===== src/tbc_pkg.sv =====
package tbc_pkg;

  // ==========================================================
  // port and register geometry
  localparam int DATA_W = 4;
  localparam logic [3:0] REGA_RESET = 4'h0;
  localparam logic [3:0] REGB_RESET = 4'h0;
  localparam logic [3:0] TXD_RESET = 4'h0;
  localparam logic [3:0] RXD_RESET = 4'h0;

  // ==========================================================
  // control register a fields
  localparam int REGA_TONE_OUT = 0;
  localparam int REGA_CALL_PROG = 1;
  localparam int REGA_IRQ_EN = 2;
  localparam int REGA_REDIRECT = 3;

  // ==========================================================
  // control register b fields
  localparam int REGB_BURST_N = 0;
  localparam int REGB_TEST = 1;
  localparam int REGB_SINGLE = 2;
  localparam int REGB_COLUMN = 3;

  // ==========================================================
  // status register fields
  localparam int ST_IRQ = 0;
  localparam int ST_TX_READY = 1;
  localparam int ST_RX_FULL = 2;
  localparam int ST_STEER = 3;

  // register select line values
  localparam logic SEL_DATA = 1'b0;
  localparam logic SEL_CTRL = 1'b1;

  // ==========================================================
  // burst timing at a 100 ns clock
  localparam int CLK_PERIOD_NS = 100;
  localparam int BURST_TIME_US = 51000;
  localparam int BURST_CYCLES = BURST_TIME_US * 1000 / CLK_PERIOD_NS;
  localparam int BURST_CNT_W = 21;

  // ==========================================================
  // burst sequencer states, gray along idle-burst-pause
  typedef enum logic [1:0] {
    TBC_IDLE = 2'b00,
    TBC_BURST = 2'b01,
    TBC_PAUSE = 2'b11
  } tbc_state_t;

endpackage : tbc_pkg


===== src/tbc_timer_if.sv =====
`timescale 1ns/1ps
// ==========================================================
// control to burst timer link
interface tbc_timer_if;
  logic start;
  logic longMode;
  logic burstOn;
  logic busy;
  logic done;

  modport ctl (output start, output longMode, input burstOn, input busy, input done);
  modport tmr (input start, input longMode, output burstOn, output busy, output done);
endinterface : tbc_timer_if


===== src/tbc_burst_timer.sv =====
`timescale 1ns/1ps
// ==========================================================
// burst and pause interval timer
module tbc_burst_timer
  import tbc_pkg::*;
#(
  parameter int BURST_LEN = BURST_CYCLES,
  parameter int CNT_W = BURST_CNT_W
) (
  // clock and synchronised reset
  input wire logic clk,
  input wire logic rstN,
  // control side
  tbc_timer_if.tmr tmr
);

  tbc_state_t state;
  logic [CNT_W-1:0] count;
  logic [CNT_W-1:0] lastCount;
  logic longLatched;

  // terminal count, doubled in the long mode
  assign lastCount = longLatched ? CNT_W'((BURST_LEN * 2) - 1) : CNT_W'(BURST_LEN - 1);

  // sequencer: burst, then an equal pause
  always_ff @(posedge clk or negedge rstN) begin
    if (!rstN) begin
      state <= TBC_IDLE;
      count <= '0;
      longLatched <= 1'b0;
    end else begin
      unique case (state)
        TBC_IDLE: begin
          count <= '0;
          if (tmr.start) begin
            longLatched <= tmr.longMode; // length fixed for the whole burst
            state <= TBC_BURST;
          end
        end
        TBC_BURST: begin
          if (count == lastCount) begin
            count <= '0;
            state <= TBC_PAUSE;
          end else begin
            count <= count + 1'b1;
          end
        end
        TBC_PAUSE: begin
          if (count == lastCount) begin
            count <= '0;
            state <= TBC_IDLE;
          end else begin
            count <= count + 1'b1;
          end
        end
        default: state <= TBC_IDLE; // code 2'b10 is illegal
      endcase
    end
  end

  // one-cycle done pulse as the pause ends
  always_ff @(posedge clk or negedge rstN) begin
    if (!rstN) begin
      tmr.done <= 1'b0;
    end else begin
      tmr.done <= (state == TBC_PAUSE) && (count == lastCount);
    end
  end

  assign tmr.burstOn = (state == TBC_BURST);
  assign tmr.busy = (state != TBC_IDLE);

endmodule : tbc_burst_timer


===== src/tbc_top.sv =====
`timescale 1ns/1ps
// What this block does
// - burst mode in tone mode: 51 ms burst then equal 51 ms pause
// - after burst and pause, set transmitter ready in status
// - call progress plus burst mode doubles burst and pause to 102 ms
// - call progress mode blocks receive decoding; transmit only
// - reset selects tone-signalling mode and automatic burst mode
// - single-tone mode sends one low or high group tone
// - register a bit 0 enables tone output, burst or not
// - register a bit 1 picks tone mode or call progress filter
// - call progress with interrupt enabled shows detected tones on pin
// - interrupt mode pulls pin low on received pair or tx ready
// - register a bit 3 sends only the next control write to b
// - select 0: tx write, rx read; select 1: control write, status read
// - register b bit 0 low: tx write starts burst and pause
// - interrupt pin is open drain, only drives low
module tbc_top
  import tbc_pkg::*;
#(
  parameter int BURST_LEN = BURST_CYCLES
) (
  // clock and reset
  input wire logic clk,
  input wire logic nrst,
  // register port
  input wire logic csN,
  input wire logic wrN,
  input wire logic rdN,
  input wire logic register_select_line,
  input wire logic [DATA_W-1:0] dataIn,
  output logic [DATA_W-1:0] dataOut,
  output logic [DATA_W-1:0] dataOeN,
  // receiver side
  input wire logic steeringIn,
  input wire logic [DATA_W-1:0] rxCodeIn,
  input wire logic cpToneIn,
  // tone generator side
  output logic toneOn,
  output logic [DATA_W-1:0] toneCode,
  output logic singleTone,
  output logic columnTone,
  output logic cpFilterOn,
  output logic decodeOn,
  // open-drain interrupt and call progress pin
  output logic interrupt_tone_pin_out,
  output logic interruptTonePinOeN
);

  // ==========================================================
  // reset release
  logic rstMeta;
  logic rstN;

  // async assert, clean release through two stages
  always_ff @(posedge clk or negedge nrst) begin
    if (!nrst) begin
      rstMeta <= 1'b0;
      rstN <= 1'b0;
    end else begin
      rstMeta <= 1'b1;
      rstN <= rstMeta;
    end
  end

  // ==========================================================
  // access decode
  function automatic logic portActive(input logic cs, input logic strobe);
    portActive = !cs && !strobe;
  endfunction : portActive

  logic wrLevel;
  logic rdLevel;
  logic wrPrev;
  logic rdPrev;
  logic wrTake;
  logic rdTake;

  assign wrLevel = portActive(csN, wrN);
  assign rdLevel = portActive(csN, rdN);

  // edge detect so a long strobe acts once
  always_ff @(posedge clk or negedge rstN) begin
    if (!rstN) begin
      wrPrev <= 1'b0;
      rdPrev <= 1'b0;
    end else begin
      wrPrev <= wrLevel;
      rdPrev <= rdLevel;
    end
  end

  assign wrTake = wrLevel && !wrPrev;
  assign rdTake = rdLevel && !rdPrev;

  logic wrTx;
  logic wrCtrl;
  logic rdRx;
  logic rdStatus;

  assign wrTx = wrTake && (register_select_line == SEL_DATA);
  assign wrCtrl = wrTake && (register_select_line == SEL_CTRL);
  assign rdRx = rdTake && (register_select_line == SEL_DATA);
  assign rdStatus = rdTake && (register_select_line == SEL_CTRL);

  // ==========================================================
  // control registers
  logic [3:0] control_register_a;
  logic [3:0] control_register_b;
  logic redirectPending;

  // a and b share one address; the redirect covers one write only
  always_ff @(posedge clk or negedge rstN) begin
    if (!rstN) begin
      control_register_a <= REGA_RESET;
      control_register_b <= REGB_RESET;
      redirectPending <= 1'b0;
    end else if (wrCtrl) begin
      if (redirectPending) begin
        control_register_b <= dataIn;
        redirectPending <= 1'b0;
      end else begin
        control_register_a <= dataIn;
        redirectPending <= dataIn[REGA_REDIRECT];
      end
    end
  end

  logic toneEnable;
  logic callProgress;
  logic irqEnable;
  logic burstMode;
  logic testMode;

  assign toneEnable = control_register_a[REGA_TONE_OUT];
  assign callProgress = control_register_a[REGA_CALL_PROG];
  assign irqEnable = control_register_a[REGA_IRQ_EN];
  assign burstMode = !control_register_b[REGB_BURST_N];
  // test mode only acts in tone-signalling mode
  assign testMode = control_register_b[REGB_TEST] && !callProgress;

  // ==========================================================
  // burst timer
  tbc_timer_if tmrLink ();
  logic [DATA_W-1:0] txData;

  // a write while a burst runs is dropped so timing stays exact
  assign tmrLink.start = wrTx && burstMode && !tmrLink.busy;
  assign tmrLink.longMode = callProgress;

  tbc_burst_timer #(
    .BURST_LEN(BURST_LEN),
    .CNT_W(BURST_CNT_W)
  ) uTimer (
    .clk(clk),
    .rstN(rstN),
    .tmr(tmrLink.tmr)
  );

  // transmit data register
  always_ff @(posedge clk or negedge rstN) begin
    if (!rstN) begin
      txData <= TXD_RESET;
    end else if (wrTx && !(burstMode && tmrLink.busy)) begin
      txData <= dataIn;
    end
  end

  // ==========================================================
  // transmitter ready flag
  logic txReady;

  // set wins over a same-cycle clear
  always_ff @(posedge clk or negedge rstN) begin
    if (!rstN) begin
      txReady <= 1'b1;
    end else if (tmrLink.done) begin
      txReady <= 1'b1;
    end else if (tmrLink.start) begin
      txReady <= 1'b0;
    end
  end

  // ==========================================================
  // receive path
  logic steerPrev;
  logic steerRise;
  logic [DATA_W-1:0] rxData;
  logic rxFull;

  always_ff @(posedge clk or negedge rstN) begin
    if (!rstN) begin
      steerPrev <= 1'b0;
    end else begin
      steerPrev <= steeringIn;
    end
  end

  // no decoding at all while call progress mode is on
  assign steerRise = steeringIn && !steerPrev && !callProgress;

  // latch the code on the steering edge
  always_ff @(posedge clk or negedge rstN) begin
    if (!rstN) begin
      rxData <= RXD_RESET;
    end else if (steerRise) begin
      rxData <= rxCodeIn;
    end
  end

  // full flag: new pair beats a same-cycle read
  always_ff @(posedge clk or negedge rstN) begin
    if (!rstN) begin
      rxFull <= 1'b0;
    end else if (steerRise) begin
      rxFull <= 1'b1;
    end else if (rdRx) begin
      rxFull <= 1'b0;
    end
  end

  // ==========================================================
  // interrupt flag
  logic irqEvent;
  logic irqFlag;

  // tx ready only counts in burst mode
  assign irqEvent = steerRise || (tmrLink.done && burstMode);

  // sticky, cleared by a status read; an event wins
  always_ff @(posedge clk or negedge rstN) begin
    if (!rstN) begin
      irqFlag <= 1'b0;
    end else if (irqEvent) begin
      irqFlag <= 1'b1;
    end else if (rdStatus) begin
      irqFlag <= 1'b0;
    end
  end

  // ==========================================================
  // interrupt / call progress pin
  logic pinLow;

  always_comb begin
    pinLow = 1'b0;
    if (callProgress) begin
      pinLow = irqEnable && !cpToneIn;
    end else if (testMode) begin
      pinLow = steerPrev; // inverted steering view
    end else begin
      pinLow = irqEnable && irqFlag;
    end
  end

  // registered enable; the data level is always low
  always_ff @(posedge clk or negedge rstN) begin
    if (!rstN) begin
      interruptTonePinOeN <= 1'b1;
    end else begin
      interruptTonePinOeN <= !pinLow;
    end
  end

  assign interrupt_tone_pin_out = 1'b0;

  // ==========================================================
  // tone generator controls
  logic next_toneOn;

  // burst mode gates the enable with the burst window
  assign next_toneOn = toneEnable && (!burstMode || tmrLink.burstOn);

  always_ff @(posedge clk or negedge rstN) begin
    if (!rstN) begin
      toneOn <= 1'b0;
      toneCode <= TXD_RESET;
      singleTone <= 1'b0;
      columnTone <= 1'b0;
      cpFilterOn <= 1'b0;
      decodeOn <= 1'b1;
    end else begin
      toneOn <= next_toneOn;
      toneCode <= txData;
      singleTone <= control_register_b[REGB_SINGLE];
      columnTone <= control_register_b[REGB_COLUMN];
      cpFilterOn <= callProgress;
      decodeOn <= !callProgress;
    end
  end

  // ==========================================================
  // read data
  logic [DATA_W-1:0] statusWord;
  logic [DATA_W-1:0] next_dataOut;

  always_comb begin
    statusWord = '0;
    statusWord[ST_IRQ] = irqFlag;
    statusWord[ST_TX_READY] = txReady;
    statusWord[ST_RX_FULL] = rxFull;
    statusWord[ST_STEER] = steeringIn;
  end

  assign next_dataOut = (register_select_line == SEL_CTRL) ? statusWord : rxData;

  // sample on the read edge so the word is stable while strobe holds
  always_ff @(posedge clk or negedge rstN) begin
    if (!rstN) begin
      dataOut <= '0;
    end else if (rdTake) begin
      dataOut <= next_dataOut;
    end
  end

  // per-bit bus drive while reading
  genvar gi;
  generate
    for (gi = 0; gi < DATA_W; gi++) begin : gDataOe
      always_ff @(posedge clk or negedge rstN) begin
        if (!rstN) begin
          dataOeN[gi] <= 1'b1;
        end else begin
          dataOeN[gi] <= !rdLevel;
        end
      end
    end
  endgenerate

endmodule : tbc_top


===== config.mk =====
export PLATFORM = sky130hd
export DESIGN_NAME = tbc_top
export DESIGN_NICKNAME = d
export VERILOG_FILES = /design/src/tbc_pkg.sv /design/src/tbc_timer_if.sv /design/src/tbc_burst_timer.sv /design/src/tbc_top.sv
export SDC_FILE = /design/constraint.sdc
export NUM_CORES = 1
export LEC_CHECK = 0
export BUFFER_PORTS_ARGS = -buffer_cell sky130_fd_sc_hd__buf_4
export CORE_MARGIN = 4
export CORE_UTILIZATION = 57
export DETAILED_ROUTE_END_ITERATION = 6
export GPL_ROUTABILITY_DRIVEN = 0
export GPL_TIMING_DRIVEN = 0
export PLACE_DENSITY = 0.84
export SYNTH_ARGS = -nofsm -noshare
export SYNTH_HDL_FRONTEND = slang
export SYNTH_SLANG_ARGS = --single-unit

===== constraint.sdc =====
create_clock -name clk -period 2.1 [get_ports clk]
set_input_delay 0.42 -clock clk [delete_from_list [all_inputs] [get_ports clk]]
set_output_delay 0.42 -clock clk [all_outputs]
set_load 0.05 [all_outputs]

=== Word-level counts from Yosys, hierarchy flattened ===
Index checks and enable logic that the tools add are counted.

* Flip-flop bits (word level): 64
* Input bits: 16
* Output and inout bits: 19
* Word-level logic and storage cells: 98

* Add/subtract/negate cells: 1
* Eq/ne operators: 6
* Muxes and demuxes: 17
* Bitwise gates (word level): 2
* Reduce and logical (&&, ||, !) cells: 46

{| class="wikitable"
|+ Operators with widths
! cell !! number
|-
| case mux 21 bit (2 select lines) || 1
|-
| adder 21 x 1 -> 21 bit (second input constant) || 1
|-
| equality test 21 bit || 1
|-
| 2-to-1 mux 21 bit || 1
|-
| logical AND 1 bit || 20
|-
| 2-to-1 mux 20 bit || 1
|-
| logical NOT 1 bit || 13
|-
| nonzero test 2 bit || 5
|-
| 2-to-1 mux 1 bit || 9
|-
| 2-to-1 mux 2 bit || 3
|-
| case mux 2 bit (3 select lines) || 1
|-
| AND reduction 2 bit || 3
|-
| 2-to-1 mux 4 bit || 1
|-
| inequality test 2 x 1 -> 1 bit (second input constant) || 2
|-
| AND reduction 3 bit || 1
|-
| equality test 2 x 1 -> 1 bit (second input constant) || 1
|-
| equality test 2 bit (second input constant) || 1
|-
| logical NOT 2 bit || 1
|-
| logical OR 1 bit || 2
|-
| inequality test 2 bit (second input constant) || 1
|-
| inverter 1 bit || 2
|-
| OR reduction 2 bit || 1
|}

=== Depth between registers and ports, before layout ===
* Depth after elaboration: 8
* Depth in mapped cells: 7
* Mapped depth without buffers: 6

=== Modules after synthesis ===
Synthesis repeated with hierarchy kept, for this count alone.

* Cell total of the unflattened synthesis: 275
* Area total of the unflattened synthesis: 3044.2 µm²

{| class="wikitable"
|+ By module, submodules not included
! module !! times used !! cells each !! area an instance (µm²) !! sequential area each (µm²)
|-
| tbc_burst_timer || 1 || 173 || 1584.0 || 625.6
|-
| tbc_top || 1 || 102 || 1460.2 || 980.9
|}

=== Least setup slack after synthesis ===
Ideal clock, no wire load.

* Kind: register to register
* Start point: register uTimer.count[0]
* End point: register uTimer.count[20]
* Setup time: 0.087 ns
* Data arrival time: 1.776 ns
* Required time: 2.013 ns
* Setup slack: 0.238 ns
* Stages on the path, launching flop included: 7
* Path buffers: 0
* Clock period less this slack: 1.862 ns
* Cells stage by stage: dfrtp_1 ha_1 nand3_2 nor4_2 nand3_1 or4_1 o211ai_1

* Word-level cells in the longest chain between the ends: 3
* Elaborated cells between the ends (all ways): 4
* Classes of those cells: add/sub (1); eq/ne (1); mux (2)

{| class="wikitable"
|+ Ends and longest elaborated chain
! element !! line !! RTL
|-
| start, declared || tbc_burst_timer.sv:18 || <nowiki>logic [CNT_W-1:0] count;</nowiki>
|-
| start signal, assigned || tbc_burst_timer.sv:45 || <nowiki>count <= count + 1'b1;</nowiki>
|-
| start signal, assigned || tbc_burst_timer.sv:53 || <nowiki>count <= count + 1'b1;</nowiki>
|-
| adder 21 x 1 -> 21 bit or equality test 21 bit (tied branches) || n/a ||
|-
| 2-to-1 mux 21 bit * || tbc_burst_timer.sv:41, tbc_burst_timer.sv:49 ||
|-
| case mux 21 bit (2 select lines) * || tbc_burst_timer.sv:32 || <nowiki>unique case (state)</nowiki>
|}

Every way passes the cells marked *; elsewhere a longest branch is shown, timed or not.
A chain may end at the register's enable or synchronous reset.

=== Worst setup path after layout ===
* Start point: register uTimer.count[4]
* End point: register uTimer.count[19]

The elaborated chain is that of the path after synthesis.

==> flow_summary_export.csv <==
group,metric,value,unit
status,outcome,"finished, final reports clean",
cts,cts_tree,"built",
cts,cts_buffers,9,
sta,layout_setup_ws,0.109,ns
synth,syn_nets,277,
worst_setup_path,cp-end-kind,"flip-flop",
sta,post-route-min-period,1.99,ns
synth,syn_area_per_cell,11.0,sq um
cts,cts_buffer_depth,2,
job,maxCapViolations,0,
die,core,4820,sq um
sta,rsz0062_at_grt,"false",
route,avgRoutedWirePerCell,16.0,um
sta,relSlewSlack,31.7,%
route,viasPerCell,5.71,
layout,num_antenna_cells,0,
placed_design,io_buffers,32,
sta,setup_viol,0,
synth,synth_cell_types,49,
cts,cts-root-buf,"clkbuf_8",
worst_setup_path,crit_family,"simple AND/OR/NAND/NOR gates",
die,dieArea,6240,sq um
synth,synth_compound_area_share,12.5,%
grt,overflow,0,
layout,fin_nets,324,
synth,ys_ff_latch,64,
die,rows,25,
route,first_pass_iters,4,
cts,clk_pin_slew,0.08,ns
synth,synthAdderAreaFrac,0.436,%
sta,worstMarginPinSlew,1.02,ns
synth,synth_warnings,0,
route,vias,2165,
synth,synth_seq_area_share,55.9,%
route,finalWirelength,6.06,mm
synth,synthTopCellsByCount,"dfrtp_1 (60), nand2_1 (25), o21ai_0 (17), nor2_1 (16)",
synth,synthCells,260,
placed_design,hpwl,4.10,mm
synth,synth-simple-area-share,18.4,%
synth,yosysTopAreaCell,"dfrtp_1",
synth,async_flop_share,100,%
route,drt_iter0_markers,160,
layout,post-route-util,72.9,%
synth,synth_flop_cell,"dfrtp_1",
worst_setup_path,crit_chain,"buf_2 -> and4b_1 -> mux2i_2 -> o41ai_4 -> buf_4 -> or4_1 -> nand3_1",
synth,synth_xor_area_share,0.305,%
power_and_ir_drop,ir_drop,818,uV
worst_setup_path,cp.required,2.37,ns
grt,grt_pass1_wl,10.1,mm
cts,htreeDepth,3,
grt,grt_usage,21.3,%
worst_setup_path,start_kind,"flip-flop",
worst_setup_path,crit_fanout,9,
sta,slew_violations,0,
synth,synth.mux.area_fraction,7.75,%
power_and_ir_drop,power.density,1170,nW/um^2
worst_setup_path,critical_path_class,"reg -> reg",
die,start_util,59.6,%
worst_setup_path,cp_slowest_stage_delay,0.49,ns
worst_setup_path,cpMaxStageDelayCell,"or4_1",
sta,finalHoldViolations,0,
synth,synth_top_family_by_area,"simple AND/OR/NAND/NOR gates",
cts,clock_latency,0.35,ns
route,ant_nets,0,
grt,antenna_found_initial,0,
synth,synth_top_area_share,52.3,%
sta,min_period_over_period,94.8,%
layout,nFillCells,344,
sta,skew,0.0103,ns
die,die_h,79.0,um
power_and_ir_drop,total_leakage_power,1.60,nW
synth,synthTopCellsByArea,"dfrtp_1 (52%), mux2_2 (5.9%), dfstp_2 (3.7%)",
synth,synth.most_common_cell,"dfrtp_1",
worst_setup_path,crit_buf_inv,2,
cts,cts.sinks,64,
synth,synth_area,2870,sq um
layout,areaGrowthSynthToFinish,22.3,%
die,die_x,79.0,um
layout,drive_above_1_share,29.2,%
grt,grt_max_degree,40,
worst_setup_path,crit_arrival,2.26,ns
placed_design,place_ws,-0.108,ns
route,drc,0,
sta,fmax,502,MHz
die,io_pins,35,
synth,synth_edf_count,0,
grt,grt_pass1_vias,2079,
power_and_ir_drop,total_power,4.11,mW
worst_hold_path,hp-class,"in -> reg",
==> state kept, by name, summed over array words and instances (netlist names), 2 cells and up <==
| name | count |
|---|---|
| uTimer.count | 21 |
| dataOut | 4 |
| toneCode | 4 |
| rxData | 4 |
| txData | 4 |
| control_register_b | 4 |
| control_register_a | 3 |
| uTimer.state | 2 |
==> cell type report <==
cell class                 instances  area (sq um)  share of cell area (%)
buffer                            12          83.8                    2.39
clock buffer                      10           138                    3.92
clock inverter                     6           115                    3.28
inverter                          12          45.0                    1.28
multi-input combinational        172          1150                    32.8
sequential                        64          1610                    45.8
tap                               67          83.8                    2.39
timing repair buffer              36           285                    8.12
==> layer usage <==
layer | vias up | part of all wire (%) | global-route usage [%]
li1 | 1026 | - | -
met1 | 1060 | 43 | 28.9
met2 | 71 | 49 | 32.1
met3 | 8 | 5.3 | 3.97
met4 | 0 | 2.1 | 12.5
met5 | - | 0 | 0
==> cell usage in the layout (no fill, tap or decap), types with 2 or more instances in the layout <==
cell type,Yosys,layout
clkbuf_1,4,4
o211ai_1,5,5
or3_1,8,8
buf_4,4,38
a21o_1,5,5
a31oi_1,2,2
nand2_1,25,25
bufinv_16,0,3
dfrtp_1,60,59
and2_1,2,2
nand3_1,10,10
mux2_2,15,15
buf_6,3,3
nor3_1,5,4
conb_1,2,2
o21ai_1,3,3
or4_1,4,4
dfstp_2,4,4
inv_1,11,11
nor3b_1,3,3
a22o_1,2,2
a21oi_1,15,15
clkbuf_8,0,10
and3_1,3,3
nor4_4,1,2
nor2_1,16,16
o21ai_0,17,17
nand4_1,5,5
mux2i_1,4,4
==> metrics by stage <==
| stage | instances | hold WS (ns) | TNS, ns | instance area, sq um |
|---|---|---|---|---|
| 2_1_floorplan | 260 | 0.124 | 0 | 2870 |
| 6_report | 379 | 0.189 | 0 | 3510 |
| 4_1_cts | 378 | 0.172 | 0 | 3490 |
| 3_5_place_dp | 360 | 0.205 | -0.404 | 3220 |
| 3_3_place_gp | 359 | 0.203 | -25.85 | 3200 |
| 5_1_grt | 379 | 0.172 | 0 | 3510 |
==> worst paths after layout <==
path | end | startpoint | cells after the start | slack, ns
max | uTimer.count[19] | uTimer.count[4] | 7 | 0.11
min | steerPrev | steeringIn | 1 | 0.19
max reg2reg | uTimer.count[19] | uTimer.count[4] | 7 | 0.11
min reg2reg | control_register_a[2] | rstN | 0 | 0.25
max in group asynchronous | dataOeN[0] | rstN | 1 | 1.20
min in group asynchronous | control_register_a[2] | rstN | 0 | 0.25
==> kinds of logic after synthesis <==
family                   count (synthesis)
other                                    2
AO/OA/AOI/OAI                           55
AND/OR/NAND/NOR                         93
XOR/XNOR                                 1
buffers and inverters                   24
adder cells (fa/ha/maj)                  1
flip-flops                              64
multiplexers                            20
==> worst reg2reg max path, cell delays in order (launching register included) <==
cell,delay [ns]
dfrtp_1,0.36
buf_2,0.17
and4b_1,0.21
mux2i_2,0.26
o41ai_4,0.14
buf_4,0.19
or4_1,0.49
nand3_1,0.11
==> timing repair <==
action / CTS / global route
hold buffers: 1 / 0
buffers inserted: 1 / 1
hold endpoints to repair: 2 / 0
pin swaps: 1 / 2
gates resized for setup: 0 / 3
endpoints found under the setup margin: 3 / 8
==> where the power goes <==
group | leakage (nW) | total [mW] | internal [mW] | switching [mW]
Clock | 0.123 | 1.32 | 0.827 | 0.498
Combinational | 0.689 | 1.04 | 0.394 | 0.650
Sequential | 0.792 | 1.74 | 1.54 | 0.200
Power figures use the tool's default switching activity.
